[src/design/sync_pg_pkg.sv]
package sync_pg_pkg;

	// ==========================================================
	// clock and timing
	localparam int CLK_PERIOD_PS = 5000;
	localparam int SYNC_MIN_PERIOD_NS = 20;
	localparam int SYNC_MAX_PERIOD_NS = 5000;
	localparam int MODE_SETTLE_NS = 10000;
	localparam int DEFAULT_PERIOD_NS = 500;
	localparam int PHASE_TOL_NS = 10;
	localparam int FAULT_FILTER_NS = 15000;
	localparam int RELEASE_DELAY_NS = 2000000;
	localparam int SOFTSTART_TIMEOUT_NS = 10000000;
	// least times round up, longest times round down
	localparam int SYNC_MIN_CYC = (SYNC_MIN_PERIOD_NS * 1000 + CLK_PERIOD_PS - 1) / CLK_PERIOD_PS;
	localparam int SYNC_MAX_CYC = (SYNC_MAX_PERIOD_NS * 1000) / CLK_PERIOD_PS;
	localparam int MODE_SETTLE_CYC = (MODE_SETTLE_NS * 1000 + CLK_PERIOD_PS - 1) / CLK_PERIOD_PS;
	localparam int DEFAULT_PERIOD_CYC = (DEFAULT_PERIOD_NS * 1000) / CLK_PERIOD_PS;
	localparam int PHASE_TOL_CYC = (PHASE_TOL_NS * 1000) / CLK_PERIOD_PS;
	localparam int FAULT_FILTER_CYC = (FAULT_FILTER_NS * 1000 + CLK_PERIOD_PS - 1) / CLK_PERIOD_PS;
	localparam int RELEASE_DELAY_CYC = (RELEASE_DELAY_NS * 1000 + CLK_PERIOD_PS - 1) / CLK_PERIOD_PS;
	localparam int SOFTSTART_TIMEOUT_CYC = SOFTSTART_TIMEOUT_NS / CLK_PERIOD_PS * 1000;

	// ==========================================================
	// pulse counts
	localparam int SYNC_ENTRY_PULSES = 2048;
	localparam int PULSE_CTRL_PULSES = 4;
	localparam int DOUBLE_PULSES = 2;

	// ==========================================================
	// register map
	localparam logic [7:0] REG_CTRL = 8'h00;
	localparam logic [7:0] REG_STATUS = 8'h04;
	localparam int CTRL_SYNC_ALLOW_BIT = 0;
	localparam logic CTRL_SYNC_ALLOW_RST = 1'b1;

	// ==========================================================
	// asynchronous input bit positions
	localparam int AIN_W = 10;
	localparam int AIN_PIN = 0;
	localparam int AIN_BELOW_UV = 1;
	localparam int AIN_ABOVE_OV = 2;
	localparam int AIN_ABOVE_UV_HYST = 3;
	localparam int AIN_BELOW_OV_HYST = 4;
	localparam int AIN_THERM_HOT = 5;
	localparam int AIN_THERM_COOL = 6;
	localparam int AIN_EN_ON = 7;
	localparam int AIN_VCC_OK = 8;
	localparam int AIN_VCC_LOW = 9;

	// ==========================================================
	// types
	typedef enum logic [1:0] {
		SY_FREE = 2'b00,
		SY_COUNT = 2'b01,
		SY_LOCKED = 2'b11
	} sync_state_e;

	typedef struct packed {
		logic forced_pulse_width_mode;
		logic sync_mode;
		logic spread_en;
		logic pulse_ctrl;
		logic freq_locked;
		logic phase_locked;
	} mode_status_s;

	typedef struct packed {
		logic uv;
		logic ov;
		logic thermal;
		logic enable;
		logic vcc;
		logic softstart;
	} fault_set_s;

endpackage : sync_pg_pkg

[src/design/sync_mode_and_power_good_logic.sv]
// How it works
// - sync entry after 2048 continuous valid pulses
// - steady pin: leave sync, pick mode, spread on unless a double pulse came before
// - valid sync starts lock, switches near pulse 2048
// - one bridging period between default and sync
// - then step phase until edges align
// - first sync edge enables spread spectrum
// - spread spectrum off at frequency switch-over
// - reduced-frequency condition postpones the lock
// - power flag low when outside window
// - short excursions never trip the flag
// - flag pin only pulls low
// - enable low forces flag low
// - release delay after every fault ends
// - uv/ov trip filtered, clear needs hysteresis
// - other faults clear at threshold plus regulation
// - flag low during soft start or timeout
// - flag stays valid low while enable low
// - no switching while internal supply locked out
// - fourth valid pulse makes pulse control permanent
// - pulse control: high forced_pulse_width_mode, low auto, clock sync
// - valid double pulse turns spread off
// - sync mode acts as forced pwm
`timescale 1ns/100ps
module sync_mode_and_power_good_logic
	import sync_pg_pkg::*;
#(
	parameter int PERIOD_W = 12,
	parameter int DEFAULT_PERIOD = DEFAULT_PERIOD_CYC,
	parameter int LONG_W = 22,
	parameter int RELEASE_CYC = RELEASE_DELAY_CYC,
	parameter int SS_CYC = SOFTSTART_TIMEOUT_CYC
) (
	// clock, restart and freeze
	input wire logic mclk,
	input wire logic rst_b,
	input wire logic clk_en,
	// mode/sync pin and comparators, all asynchronous
	input wire logic mode_sync_pin,
	input wire logic fb_below_uv,
	input wire logic fb_above_ov,
	input wire logic fb_above_uv_hyst,
	input wire logic fb_below_ov_hyst,
	input wire logic thermal_trip_rising,
	input wire logic thermal_trip_falling,
	input wire logic en_above_rising,
	input wire logic vcc_above_lockout,
	input wire logic vcc_below_lockout_hyst,
	// converter core, same clock
	input wire logic freq_reduced,
	input wire logic softstart_done,
	input wire logic switch_node_rise,
	// register port
	input wire logic [7:0] reg_addr,
	input wire logic [31:0] reg_wdata,
	input wire logic reg_wr,
	input wire logic reg_rd,
	output logic [31:0] reg_rdata,
	// mode and clock control to the core
	output mode_status_s mode,
	output logic diode_emul_off,
	output logic [PERIOD_W-1:0] clk_period,
	output logic phase_step,
	output logic switching_inhibit,
	// open-drain power flag
	output logic power_ok_flag_o,
	output logic power_ok_flag_oe
);

	// ==========================================================
	// parameter checks
	generate
		if (PERIOD_W < 12 || DEFAULT_PERIOD < 1 || DEFAULT_PERIOD >= (1 << PERIOD_W)
				|| RELEASE_CYC < 1 || RELEASE_CYC >= (1 << LONG_W)
				|| SS_CYC < 1 || SS_CYC >= (1 << LONG_W)) begin : g_bad_param
			$error("parameter values out of range");
		end
	endgenerate

	localparam logic [11:0] C_MIN = 12'(SYNC_MIN_CYC);
	localparam logic [11:0] C_MAX = 12'(SYNC_MAX_CYC);
	localparam logic [11:0] C_SETTLE = 12'(MODE_SETTLE_CYC);
	localparam logic [11:0] C_ENTRY = 12'(SYNC_ENTRY_PULSES);
	localparam logic [11:0] C_PCTRL = 12'(PULSE_CTRL_PULSES);
	localparam logic [11:0] C_DOUBLE = 12'(DOUBLE_PULSES);
	localparam logic [11:0] C_PTOL = 12'(PHASE_TOL_CYC);
	localparam logic [11:0] C_FILT = 12'(FAULT_FILTER_CYC);
	localparam logic [LONG_W-1:0] C_REL = LONG_W'(RELEASE_CYC);
	localparam logic [LONG_W-1:0] C_SS = LONG_W'(SS_CYC);
	localparam logic [PERIOD_W-1:0] C_DEF = PERIOD_W'(DEFAULT_PERIOD);

	// ==========================================================
	// input synchronisers
	logic [AIN_W-1:0] ain;
	logic [AIN_W-1:0] ain_meta;
	logic [AIN_W-1:0] ain_q;
	logic pin_d;

	assign ain = {vcc_below_lockout_hyst, vcc_above_lockout, en_above_rising,
		thermal_trip_falling, thermal_trip_rising, fb_below_ov_hyst,
		fb_above_uv_hyst, fb_above_ov, fb_below_uv, mode_sync_pin};

	// the meta stage feeds only the second stage
	always_ff @(posedge mclk or negedge rst_b) begin
		if (!rst_b) begin
			ain_meta <= '0;
			ain_q <= '0;
			pin_d <= 1'b0;
		end else if (clk_en) begin
			ain_meta <= ain;
			ain_q <= ain_meta;
			pin_d <= ain_q[AIN_PIN];
		end
	end

	// ==========================================================
	// pin edge and timing measurement
	wire pin_q = ain_q[AIN_PIN];
	wire pin_rise = pin_q & ~pin_d;
	wire pin_edge = pin_q ^ pin_d;
	logic [11:0] since_rise;
	logic [11:0] steady_cnt;
	logic [11:0] train_cnt;
	logic [11:0] sw_age;
	wire period_ok = (since_rise >= C_MIN) && (since_rise <= C_MAX);
	wire steady_hit = (steady_cnt == C_SETTLE - 12'h001) && !pin_edge;
	wire [11:0] next_train = !pin_rise ? train_cnt :
		!period_ok ? 12'h001 :
		(train_cnt == C_ENTRY) ? train_cnt : train_cnt + 12'h001;

	// counters saturate so a dead pin never wraps into a valid period
	always_ff @(posedge mclk or negedge rst_b) begin
		if (!rst_b) begin
			since_rise <= 12'hFFF;
			steady_cnt <= 12'h000;
			train_cnt <= 12'h000;
			sw_age <= 12'hFFF;
		end else if (clk_en) begin
			since_rise <= pin_rise ? 12'h001 :
				(since_rise == 12'hFFF) ? since_rise : since_rise + 12'h001;
			steady_cnt <= pin_edge ? 12'h000 :
				(steady_cnt == C_SETTLE) ? steady_cnt : steady_cnt + 12'h001;
			train_cnt <= steady_hit ? 12'h000 : next_train;
			sw_age <= switch_node_rise ? 12'h000 :
				(sw_age == 12'hFFF) ? sw_age : sw_age + 12'h001;
		end
	end

	// ==========================================================
	// control register and lock decisions
	logic sync_allow;
	logic bridge_pend;
	sync_state_e state;
	sync_state_e next_state;
	wire lock_go = (state == SY_COUNT) && (train_cnt == C_ENTRY) && sync_allow
		&& !freq_reduced;
	wire [PERIOD_W:0] bridge_sum = {1'b0, C_DEF} + {1'b0, PERIOD_W'(since_rise)};
	wire [PERIOD_W-1:0] bridge_len = bridge_sum[PERIOD_W:1];
	wire phase_close = (sw_age <= C_PTOL);

	// train state: counting pulses, then locked on the external clock
	always_comb begin
		next_state = state;
		case (state)
			SY_FREE: if (pin_rise && period_ok) next_state = SY_COUNT;
			SY_COUNT: begin
				if (steady_hit || (pin_rise && !period_ok)) next_state = SY_FREE;
				else if (lock_go && pin_rise) next_state = SY_LOCKED;
			end
			SY_LOCKED: if (steady_hit || (pin_rise && !period_ok)) next_state = SY_FREE;
			default: next_state = SY_FREE;
		endcase
	end

	// lock only on a sync rising edge, so the bridging period starts in phase
	always_ff @(posedge mclk or negedge rst_b) begin
		if (!rst_b) begin
			state <= SY_FREE;
			sync_allow <= CTRL_SYNC_ALLOW_RST;
		end else if (clk_en) begin
			state <= next_state;
			if (reg_wr && reg_addr == REG_CTRL) sync_allow <= reg_wdata[CTRL_SYNC_ALLOW_BIT];
		end
	end

	// ==========================================================
	// mode and spread selection
	wire enter_sync = (state == SY_COUNT) && (next_state == SY_LOCKED);
	wire leave_sync = (state == SY_LOCKED) && (next_state == SY_FREE);
	wire double_seen = mode.pulse_ctrl && (train_cnt == C_DOUBLE);

	always_ff @(posedge mclk or negedge rst_b) begin
		if (!rst_b) begin
			mode <= '{default: 1'b0, spread_en: 1'b1};
			diode_emul_off <= 1'b0;
		end else if (clk_en) begin
			if (pin_rise && period_ok && next_train == C_PCTRL)
				mode.pulse_ctrl <= 1'b1;
			if (enter_sync) begin
				mode.sync_mode <= 1'b1;
				mode.spread_en <= 1'b0;
			end else if (steady_hit) begin
				mode.sync_mode <= 1'b0;
				mode.forced_pulse_width_mode <= pin_q;
				mode.spread_en <= !double_seen;
			end else if (leave_sync) begin
				// a broken train drops sync at once, so spread never runs beside sync
				mode.sync_mode <= 1'b0;
				mode.spread_en <= 1'b1;
			end else if (pin_rise && state == SY_FREE && mode.pulse_ctrl) begin
				mode.spread_en <= 1'b1;
			end
			if (enter_sync || leave_sync) mode.freq_locked <= 1'b0;
			else if (bridge_pend && pin_rise) mode.freq_locked <= 1'b1;
			if (leave_sync || enter_sync) mode.phase_locked <= 1'b0;
			else if (mode.freq_locked && pin_rise && phase_close)
				mode.phase_locked <= 1'b1;
			diode_emul_off <= mode.forced_pulse_width_mode || mode.sync_mode;
		end
	end

	// ==========================================================
	// switching period and phase trim
	always_ff @(posedge mclk or negedge rst_b) begin
		if (!rst_b) begin
			clk_period <= C_DEF;
			bridge_pend <= 1'b0;
			phase_step <= 1'b0;
		end else if (clk_en) begin
			phase_step <= 1'b0;
			if (enter_sync) begin
				clk_period <= bridge_len;
				bridge_pend <= 1'b1;
			end else if (leave_sync) begin
				clk_period <= C_DEF;
				bridge_pend <= 1'b0;
			end else if (bridge_pend && pin_rise) begin
				clk_period <= PERIOD_W'(since_rise);
				bridge_pend <= 1'b0;
			end else if (mode.freq_locked && pin_rise && !phase_close) begin
				phase_step <= 1'b1;
			end
		end
	end

	// ==========================================================
	// power-good fault qualification
	wire uv_q = ain_q[AIN_BELOW_UV];
	wire ov_q = ain_q[AIN_ABOVE_OV];
	wire en_q = ain_q[AIN_EN_ON];
	wire in_reg = ain_q[AIN_ABOVE_UV_HYST] & ain_q[AIN_BELOW_OV_HYST];
	logic [11:0] uv_cnt;
	logic [11:0] ov_cnt;
	logic [LONG_W-1:0] ss_cnt;
	logic [LONG_W-1:0] rel_cnt;
	logic power_good;
	fault_set_s flt;
	fault_set_s next_flt;
	wire uv_trip = uv_q && (uv_cnt == C_FILT - 12'h001);
	wire ov_trip = ov_q && (ov_cnt == C_FILT - 12'h001);
	wire any_fault = (|flt) || !en_q;
	wire next_pg = !any_fault && (rel_cnt == C_REL);

	// a new trip wins over a clear that lands in the same cycle
	always_comb begin
		next_flt.uv = uv_trip || (flt.uv && !in_reg);
		next_flt.ov = ov_trip || (flt.ov && !in_reg);
		next_flt.thermal = ain_q[AIN_THERM_HOT] ||
			(flt.thermal && !(ain_q[AIN_THERM_COOL] && in_reg));
		next_flt.enable = !en_q || (flt.enable && !in_reg);
		next_flt.vcc = ain_q[AIN_VCC_LOW] ||
			(flt.vcc && !(ain_q[AIN_VCC_OK] && in_reg));
		next_flt.softstart = flt.softstart && !softstart_done && (ss_cnt != C_SS);
	end

	// soft start is pending from every restart
	always_ff @(posedge mclk or negedge rst_b) begin
		if (!rst_b) begin
			flt <= '{default: 1'b0, softstart: 1'b1};
			uv_cnt <= 12'h000;
			ov_cnt <= 12'h000;
			ss_cnt <= '0;
		end else if (clk_en) begin
			flt <= next_flt;
			uv_cnt <= (uv_q && !uv_trip) ? uv_cnt + 12'h001 : 12'h000;
			ov_cnt <= (ov_q && !ov_trip) ? ov_cnt + 12'h001 : 12'h000;
			ss_cnt <= flt.softstart ? ss_cnt + 1'b1 : ss_cnt;
		end
	end

	// ==========================================================
	// release delay and pin drive
	always_ff @(posedge mclk or negedge rst_b) begin
		if (!rst_b) begin
			rel_cnt <= '0;
			power_good <= 1'b0;
			power_ok_flag_o <= 1'b0;
			power_ok_flag_oe <= 1'b1;
			switching_inhibit <= 1'b1;
		end else if (clk_en) begin
			rel_cnt <= any_fault ? '0 : (rel_cnt == C_REL) ? rel_cnt : rel_cnt + 1'b1;
			power_good <= next_pg;
			power_ok_flag_o <= 1'b0;
			power_ok_flag_oe <= !next_pg;
			switching_inhibit <= !ain_q[AIN_VCC_OK];
		end
	end

	// ==========================================================
	// register read port, data one cycle after the strobe
	wire [31:0] status_word = {20'h00000, flt, mode};
	wire [31:0] rd_mux = (reg_addr == REG_CTRL) ? {31'h00000000, sync_allow} :
		(reg_addr == REG_STATUS) ? status_word : 32'h00000000;

	always_ff @(posedge mclk or negedge rst_b) begin
		if (!rst_b) reg_rdata <= 32'h00000000;
		else if (clk_en) reg_rdata <= reg_rd ? rd_mux : 32'h00000000;
	end
endmodule : sync_mode_and_power_good_logic

[config.mk]
export PLATFORM = sky130hd
export DESIGN_NAME = sync_mode_and_power_good_logic
export DESIGN_NICKNAME = d
export VERILOG_FILES = /design/src/design/sync_pg_pkg.sv /design/src/design/sync_mode_and_power_good_logic.sv
export SDC_FILE = /design/constraint.sdc
export NUM_CORES = 1
export LEC_CHECK = 0
export ABC_AREA = 1
export BUFFER_PORTS_ARGS = -buffer_cell sky130_fd_sc_hd__buf_2
export CAP_MARGIN = 25
export CORE_MARGIN = 2
export CORE_UTILIZATION = 53
export CTS_CLUSTER_SIZE = 30
export DETAILED_ROUTE_END_ITERATION = 8
export PLACE_DENSITY = 0.83
export SLEW_MARGIN = 20
export SYNTH_ARGS = -nofsm -noshare
export SYNTH_HDL_FRONTEND = slang
export SYNTH_SLANG_ARGS = --single-unit
[constraint.sdc]
create_clock -name mclk -period 2.24 [get_ports mclk]
set_input_delay 0.448 -clock mclk [delete_from_list [all_inputs] [get_ports mclk]]
set_output_delay 0.448 -clock mclk [all_outputs]
set_load 0.05 [all_outputs]
==> results of run 1 <==
==> placed cells by master (no fill, tap or decap), types with 4 or more instances in the layout <==
cell | netlist | layout
nand3_2 | 11 | 11
buf_12 | 1 | 5
dfrtp_1 | 149 | 149
o21ai_0 | 90 | 85
nand2_2 | 4 | 11
nor3_2 | 3 | 6
xor2_1 | 43 | 43
o22ai_1 | 6 | 6
nand4_1 | 41 | 41
dfstp_2 | 32 | 32
conb_1 | 1 | 21
nor3b_1 | 6 | 6
buf_4 | 25 | 41
ha_1 | 20 | 20
nand2_1 | 296 | 287
nand3_1 | 79 | 79
inv_2 | 3 | 4
nand2_4 | 5 | 6
nor2_1 | 97 | 94
nor3_1 | 47 | 44
nor2_2 | 6 | 9
o31ai_1 | 16 | 16
clkbuf_16 | 0 | 17
buf_2 | 6 | 59
a21oi_1 | 30 | 30
nor4_1 | 11 | 10
xnor2_1 | 11 | 11
a211oi_1 | 4 | 4
clkinv_8 | 0 | 6
inv_1 | 147 | 145
==> cell type report <==
type                            count  area, µm²  area share [%]
Multi-Input combinational cell    874       4670            40.6
Sequential cell                   181       4570            39.7
Timing Repair Buffer              109        747            6.49
Inverter                          154        588            5.11
Clock buffer                       17        425            3.69
Tap cell                          234        293            2.54
Clock inverter                     15        220            1.91
Antenna cell                        1       2.50          0.0217
==> power groups by stage <==
stage	clock, mW	sequential (mW)	combinational (mW)
4_1_cts	3.24	3.95	2.22
6_report	3.20	3.96	2.32
3_3_place_gp	0	4.00	2.11
3_5_place_dp	0	4.00	2.17
2_1_floorplan	0	4.36	1.13
5_1_grt	3.36	4.00	2.53
==> routing by layer <==
metal / global-route usage [%] / vias up / part of all wire (%)
met4: 8.58 / 0 / 2.8
met3: 4.82 / 63 / 6.0
met5: 0 / - / 0
met2: 40.8 / 350 / 48
met1: 32.2 / 4179 / 44
li1: - / 4219 / -
==> critical path: stages, from the launching register on <==
cell and delay (ns):
dfstp_2 0.61, nand2_1 0.11, nor2_2 0.13, nand2_1 0.09, nand2_1 0.08, nand3_2 0.12, nand2_4 0.11, nand2_4 0.05
buf_6 0.13, nand2_4 0.07, nand3_4 0.10, nand2_8 0.11, nand2_8 0.10, buf_4 0.17, nand3_1 0.06, nand2_1 0.07
==> per-stage QoR <==
step	worst slack [ns]	util, %	TNS [ns]	cells
detailed placement	-0.0449	57.4	-0.338	1538
global placement	0.00496	57.4	0	1538
CTS	0.0125	61.3	0	1577
floorplan	0.0710	-	0	1256
finish	0.0726	62.2	0	1585
global route	-0.00351	62.2	-0.00803	1585
==> worst paths after layout <==
path / startpoint / cells past startpoint / endpoint
worst max-delay path: since_rise[9] / 15 / clk_period[2]
worst min register to register: ain_q[8] / 1 / switching_inhibit
min in group asynchronous: rst_b / 2 / ss_cnt[4]
worst max register to register: since_rise[9] / 15 / clk_period[2]
worst min-delay path: thermal_trip_falling / 3 / ain_meta[6]
max in group asynchronous: rst_b / 3 / switching_inhibit
==> cell families after synthesis <==
family	Yosys count	synth area share [%]
DFF	181	46.0
buffers and inverters	202	8.89
xor gates and xnor gates	54	4.76
muxes	3	0.315
and+or+nand+nor	615	28.5
adders and majority gates	20	2.52
AOI/OAI and AO/OA	160	8.99
other	1	0.0378
==> registers in the layout, summed over array words and instances, names as in the netlist, 2 cells and up <==
| signal | count |
|---|---|
| since_rise | 12 |
| ain_meta | 10 |
| flt | 6 |
| rel_cnt | 22 |
| clk_period | 12 |
| train_cnt | 12 |
| uv_cnt | 12 |
| ov_cnt | 12 |
| ain_q | 10 |
| reg_rdata | 12 |
| sw_age | 12 |
| steady_cnt | 12 |
| mode | 6 |
| ss_cnt | 22 |
| state | 2 |
==> repair_timing <==
item                                    4_1_cts  5_1_grt
gates cloned                                  1        0
hold buffers                                  1        0
pin swaps                                     2        4
buffers inserted                              5        7
endpoints found under the setup margin       10       33
endpoints found under the hold margin        40        0
gates resized for setup                       4       32
==> metrics.cfg, run 1 <==
[power_and_ir_drop]
internal_power_mw=6.11
p_per_area_nw_per_um2=823
p_sw_mw=3.37
p_leak_nw=5.48
seqPwrFrac_pct=41.8
comb_power_share_pct=24.5
swShare_pct=35.6
power_mw=9.48
vdd_drop_max_uv=731
power_frac_clock_pct=33.7

[job]
drv_cap=0

[yosys]
syn-instance-count=1236
synth_top_cell_by_area=dfrtp_1
ys_seq_elements=181
mappedNetlistArea_um2=9930
synth.top_cell.area_share_pct=37.5
synth_area_leaders=dfrtp_1 38%, nand2_1 11%, dfstp_2 8.5%
synth-async-reset-ratio_pct=100
ys_warn_count=0
ys.flop_type=dfrtp_1
avgSynthCellArea_um2=8.04
synth_edf_count=0
seq_area_frac_synth_pct=46.0
synth.most_common_cell=nand2_1
yosysUniqueCellTypes=50
synth_common_cells=296 x nand2_1, 149 x dfrtp_1, 147 x inv_1

[cells_and_area]
area_growth_pct=16.0
fillCellCount=1513
drive_gt1_share_pct=17.4
finalInstanceArea_um2=11500
finalNetCount=1415

[grt]
grt_pass1_vias=8406
grt_max_degree=57
overflow=0
grt_pass1_wl_mm=39.5
antenna_found_initial=1
grtUsageTotal_pct=24.5

[clocking]
ctsRootBufferMaster=clkbuf_16
clockBufferDepth=2
htreeDepth=4
numCtsBuffers=17
cts_sinks=181
worstSkewPairLatency_ns=0.44
cts_tree=built
path_clk_slew_ns=0.08

[sta]
period_minus_slack_ns=2.17
worst_pin_slew_ns=0.795
timing.final.crit_share_pct=96.8
max_freq_ghz=0.461
slew_headroom_pct=46.9
fin_skew_ns=0.0102
setup-violations-final=0
final_max_slew_viol_count=0
worst_hold_slack_ns=0.206
hold_viol_final=0

[placement]
place_area_um2=10600
place.gp.congestion=0.934
hpwl_mm=16.5
numPortBuffers=60

[worst_setup_path]
r2r_slack_ns=0.07
crit_path_start_kind=register
crit_type=register to register
critPathArrivalTime_ns=2.53
crit_required_ns=2.60
crit_path_end_kind=register
crit_path_max_fanout=7

[floorplan]
dieWidth_um=141
ioPinCount=113
coreArea_um2=18500
rows=50
die_area_um2=19900
start_util_pct=53.6
die_h_um=141

[status]
status=complete, no violations

[min_path]
hp-class=input pin to register

[drt]
ant_nets=0
drc_errors=0
wl_per_cell_um=15.1
routed_via_density=5.56
drt_pre_antenna_iters=7
initialDrtViolationCount=812
via_count=8811
finalWirelength_mm=23.9

Power figures use the tool's default switching activity.
==> run 2, diff against run 1 <==
--- a/config.mk
+++ b/config.mk
@@ -8,7 +8,7 @@
 export ABC_AREA = 1
 export BUFFER_PORTS_ARGS = -buffer_cell sky130_fd_sc_hd__buf_2
 export CAP_MARGIN = 25
-export CORE_MARGIN = 2
+export CORE_MARGIN = 10
 export CORE_UTILIZATION = 53
 export CTS_CLUSTER_SIZE = 30
 export DETAILED_ROUTE_END_ITERATION = 8
==> metrics.cfg, run 2 (synthesized netlist as in run 1, its figures left out) <==
[drt]
ant_nets=0  ; unchanged
via_count=8569  ; -2.7%
initialDrtViolationCount=618  ; -24%
finalWirelength_mm=24.1  ; +0.92%
wl_per_cell_um=15.3  ; +1.2%
routed_via_density=5.42  ; -2.5%
drc_errors=0  ; unchanged
drt_pre_antenna_iters=5  ; -2

[grt]
busiest_layer=met2
antenna_found_initial=0  ; -1
grt_pass1_vias=8244  ; -1.9%
grt_util_met1_pct=26.2  ; -6.0 points
grt_pass1_wl_mm=39.8  ; +0.91%
use_met2_pct=31.5  ; -9.3 points
overflow=0  ; unchanged
grt_max_degree=61  ; +7.0%
grtUsageTotal_pct=19.8  ; -4.7 points
grtUsageMet3_pct=4.34  ; -0.48 points

[job]
drv_cap=0  ; unchanged

[cells_and_area]
area_growth_pct=14.0
finalInstanceArea_um2=11300  ; -1.7%
reg.largest.list=rel_cnt (22), ss_cnt (22)
layout_commonest_cell=nand2_1
drive_gt1_share_pct=16.3  ; -1.1 points
fillCellCount=1584  ; +4.7%
finalNetCount=1412  ; -0.21%
diodes=0  ; -1
layout_common_cells=295 x nand2_1, 149 x dfrtp_1, 144 x inv_1

[worst_setup_path]
crit_required_ns=2.57  ; -0.03 ns
crit_path_end_kind=register
crit_path_max_fanout=10  ; +3
crit_path_start_kind=register
crit_type=register to register
critPathArrivalTime_ns=2.42  ; -0.11 ns

[sta]
rsz0062_at_grt=yes
final_max_slew_viol_count=0  ; unchanged
worst_pin_slew_ns=0.579  ; -0.216 ns
timing.final.crit_share_pct=93.3  ; -3.5 points
max_freq_ghz=0.479  ; +3.8%
hold_viol_final=14  ; +14
setup_slack_ns=0.151  ; +0.0784 ns
fin_skew_ns=0.0104  ; +0.000271 ns
setup-violations-final=0  ; unchanged
worst_hold_slack_ns=-0.0180  ; -0.224 ns
slew_headroom_pct=61.4  ; +14 points
period_minus_slack_ns=2.09  ; -0.0784 ns

[power_and_ir_drop]
p_leak_nw=5.39  ; -1.5%
comb_power_share_pct=24.8  ; +0.3 points
vdd_drop_max_uv=877  ; +20%
power_mw=9.15  ; -3.5%
seqPwrFrac_pct=43.2  ; +1.4 points
swShare_pct=36.0  ; +0.43 points
power_frac_clock_pct=32.1  ; -1.6 points
p_per_area_nw_per_um2=808  ; -1.8%
p_sw_mw=3.29  ; -2.3%
internal_power_mw=5.86  ; -4.1%

[floorplan]
ioPinCount=113  ; unchanged
die_h_um=157  ; +11%
coreArea_um2=18600  ; +0.34%
dieWidth_um=157  ; +11%
rows=50  ; unchanged
start_util_pct=53.5  ; -0.18 points
die_area_um2=24600  ; +24%

[placement]
place.gp.congestion=0.967  ; +3.5%
numPortBuffers=60  ; unchanged
place_ws_ns=0.00737  ; +0.0523 ns
place_area_um2=10600  ; +0.16%
hpwl_mm=17.5  ; +6.1%

[clocking]
cts_tree=built
clockBufferDepth=2  ; unchanged
worstSkewPairLatency_ns=0.44  ; about the same
hold_buffers=0  ; -1
htreeDepth=4  ; unchanged
ctsRootBufferMaster=clkbuf_16
cts_sinks=181  ; unchanged
numCtsBuffers=17  ; unchanged
path_clk_slew_ns=0.07  ; about the same

[status]
violations=hold timing
status=complete, but fails checks

[min_path]
hp-class=input pin to asynchronous set/reset pin

==> run 2: power groups by stage <==
stage,Clock [mW],Sequential [mW],Combinational [mW]
floorplan,0,4.36,1.13
global placement,0,4.00,2.16
detailed placement,0,4.00,2.20
CTS,2.97,3.94,2.22
global route,3.10,3.99,2.50
finish,2.94,3.95,2.26
==> run 2: worst max-delay path: stages, from the launching register on <==
cell	delay, ns
dfstp_2	0.56
inv_2	0.05
ha_1	0.19
inv_1	0.05
nor2_1	0.03
nand3_1	0.06
nand2_1	0.08
nand3_4	0.11
nand2_4	0.08
nand2_4	0.09
nand4_1	0.09
buf_6	0.16
buf_4	0.16
nand3_1	0.08
o21ai_0	0.08
nand2_1	0.06
nand2_1	0.05
==> run 2: area by class of cell <==
cell class                      count  area (µm²)  area share (%)
Multi-Input combinational cell    874        4610            40.7
Sequential cell                   181        4570            40.3
Timing Repair Buffer              106         693            6.12
Inverter                          154         578            5.10
Clock buffer                       18         439            3.88
Tap cell                          234         293            2.59
Clock inverter                     14         138            1.22
==> run 2: path summary, 6_finish.rpt <==
| check | endpoint | from | cells after the start | slack, ns |
|---|---|---|---|---|
| max reg2reg | clk_period[8] | since_rise[2] | 16 | 0.15 |
| min in group mclk | ain_meta[8] | vcc_above_lockout | 3 | 0.21 |
| max | clk_period[8] | since_rise[2] | 16 | 0.15 |
| min | ss_cnt[11] | rst_b | 1 | -0.02 |
| max in group asynchronous | sw_age[7] | rst_b | 2 | 1.51 |
| min reg2reg | switching_inhibit | ain_q[8] | 1 | 0.45 |
==> run 2: what timing repair did <==
action                                  in CTS  in global routing
buffers inserted                             0                  6
resized for setup                            0                 17
endpoints found under the setup margin       5                 25
cloned                                       0                  1
pin swaps                                    1                  3
==> run 2: stage by stage <==
stage | utilization [%] | TNS (ns) | instances | hold WS [ns]
after global routing | 60.9 | -0.0117 | 1581 | 0.0119
after floorplan | - | 0 | 1256 | 0.152
after detailed placement | 57.3 | 0 | 1542 | 0.437
after CTS | 60.4 | 0 | 1574 | 0.00755
after global placement | 57.3 | 0 | 1542 | 0.419
final | 60.9 | 0 | 1581 | -0.0180
==> run 2: per-layer routing <==
metal	share of wire, %	up-vias
li1	-	4205
met1	44	4062
met2	47	255
met3	6.5	47
met4	2.1	0
met5	0	-
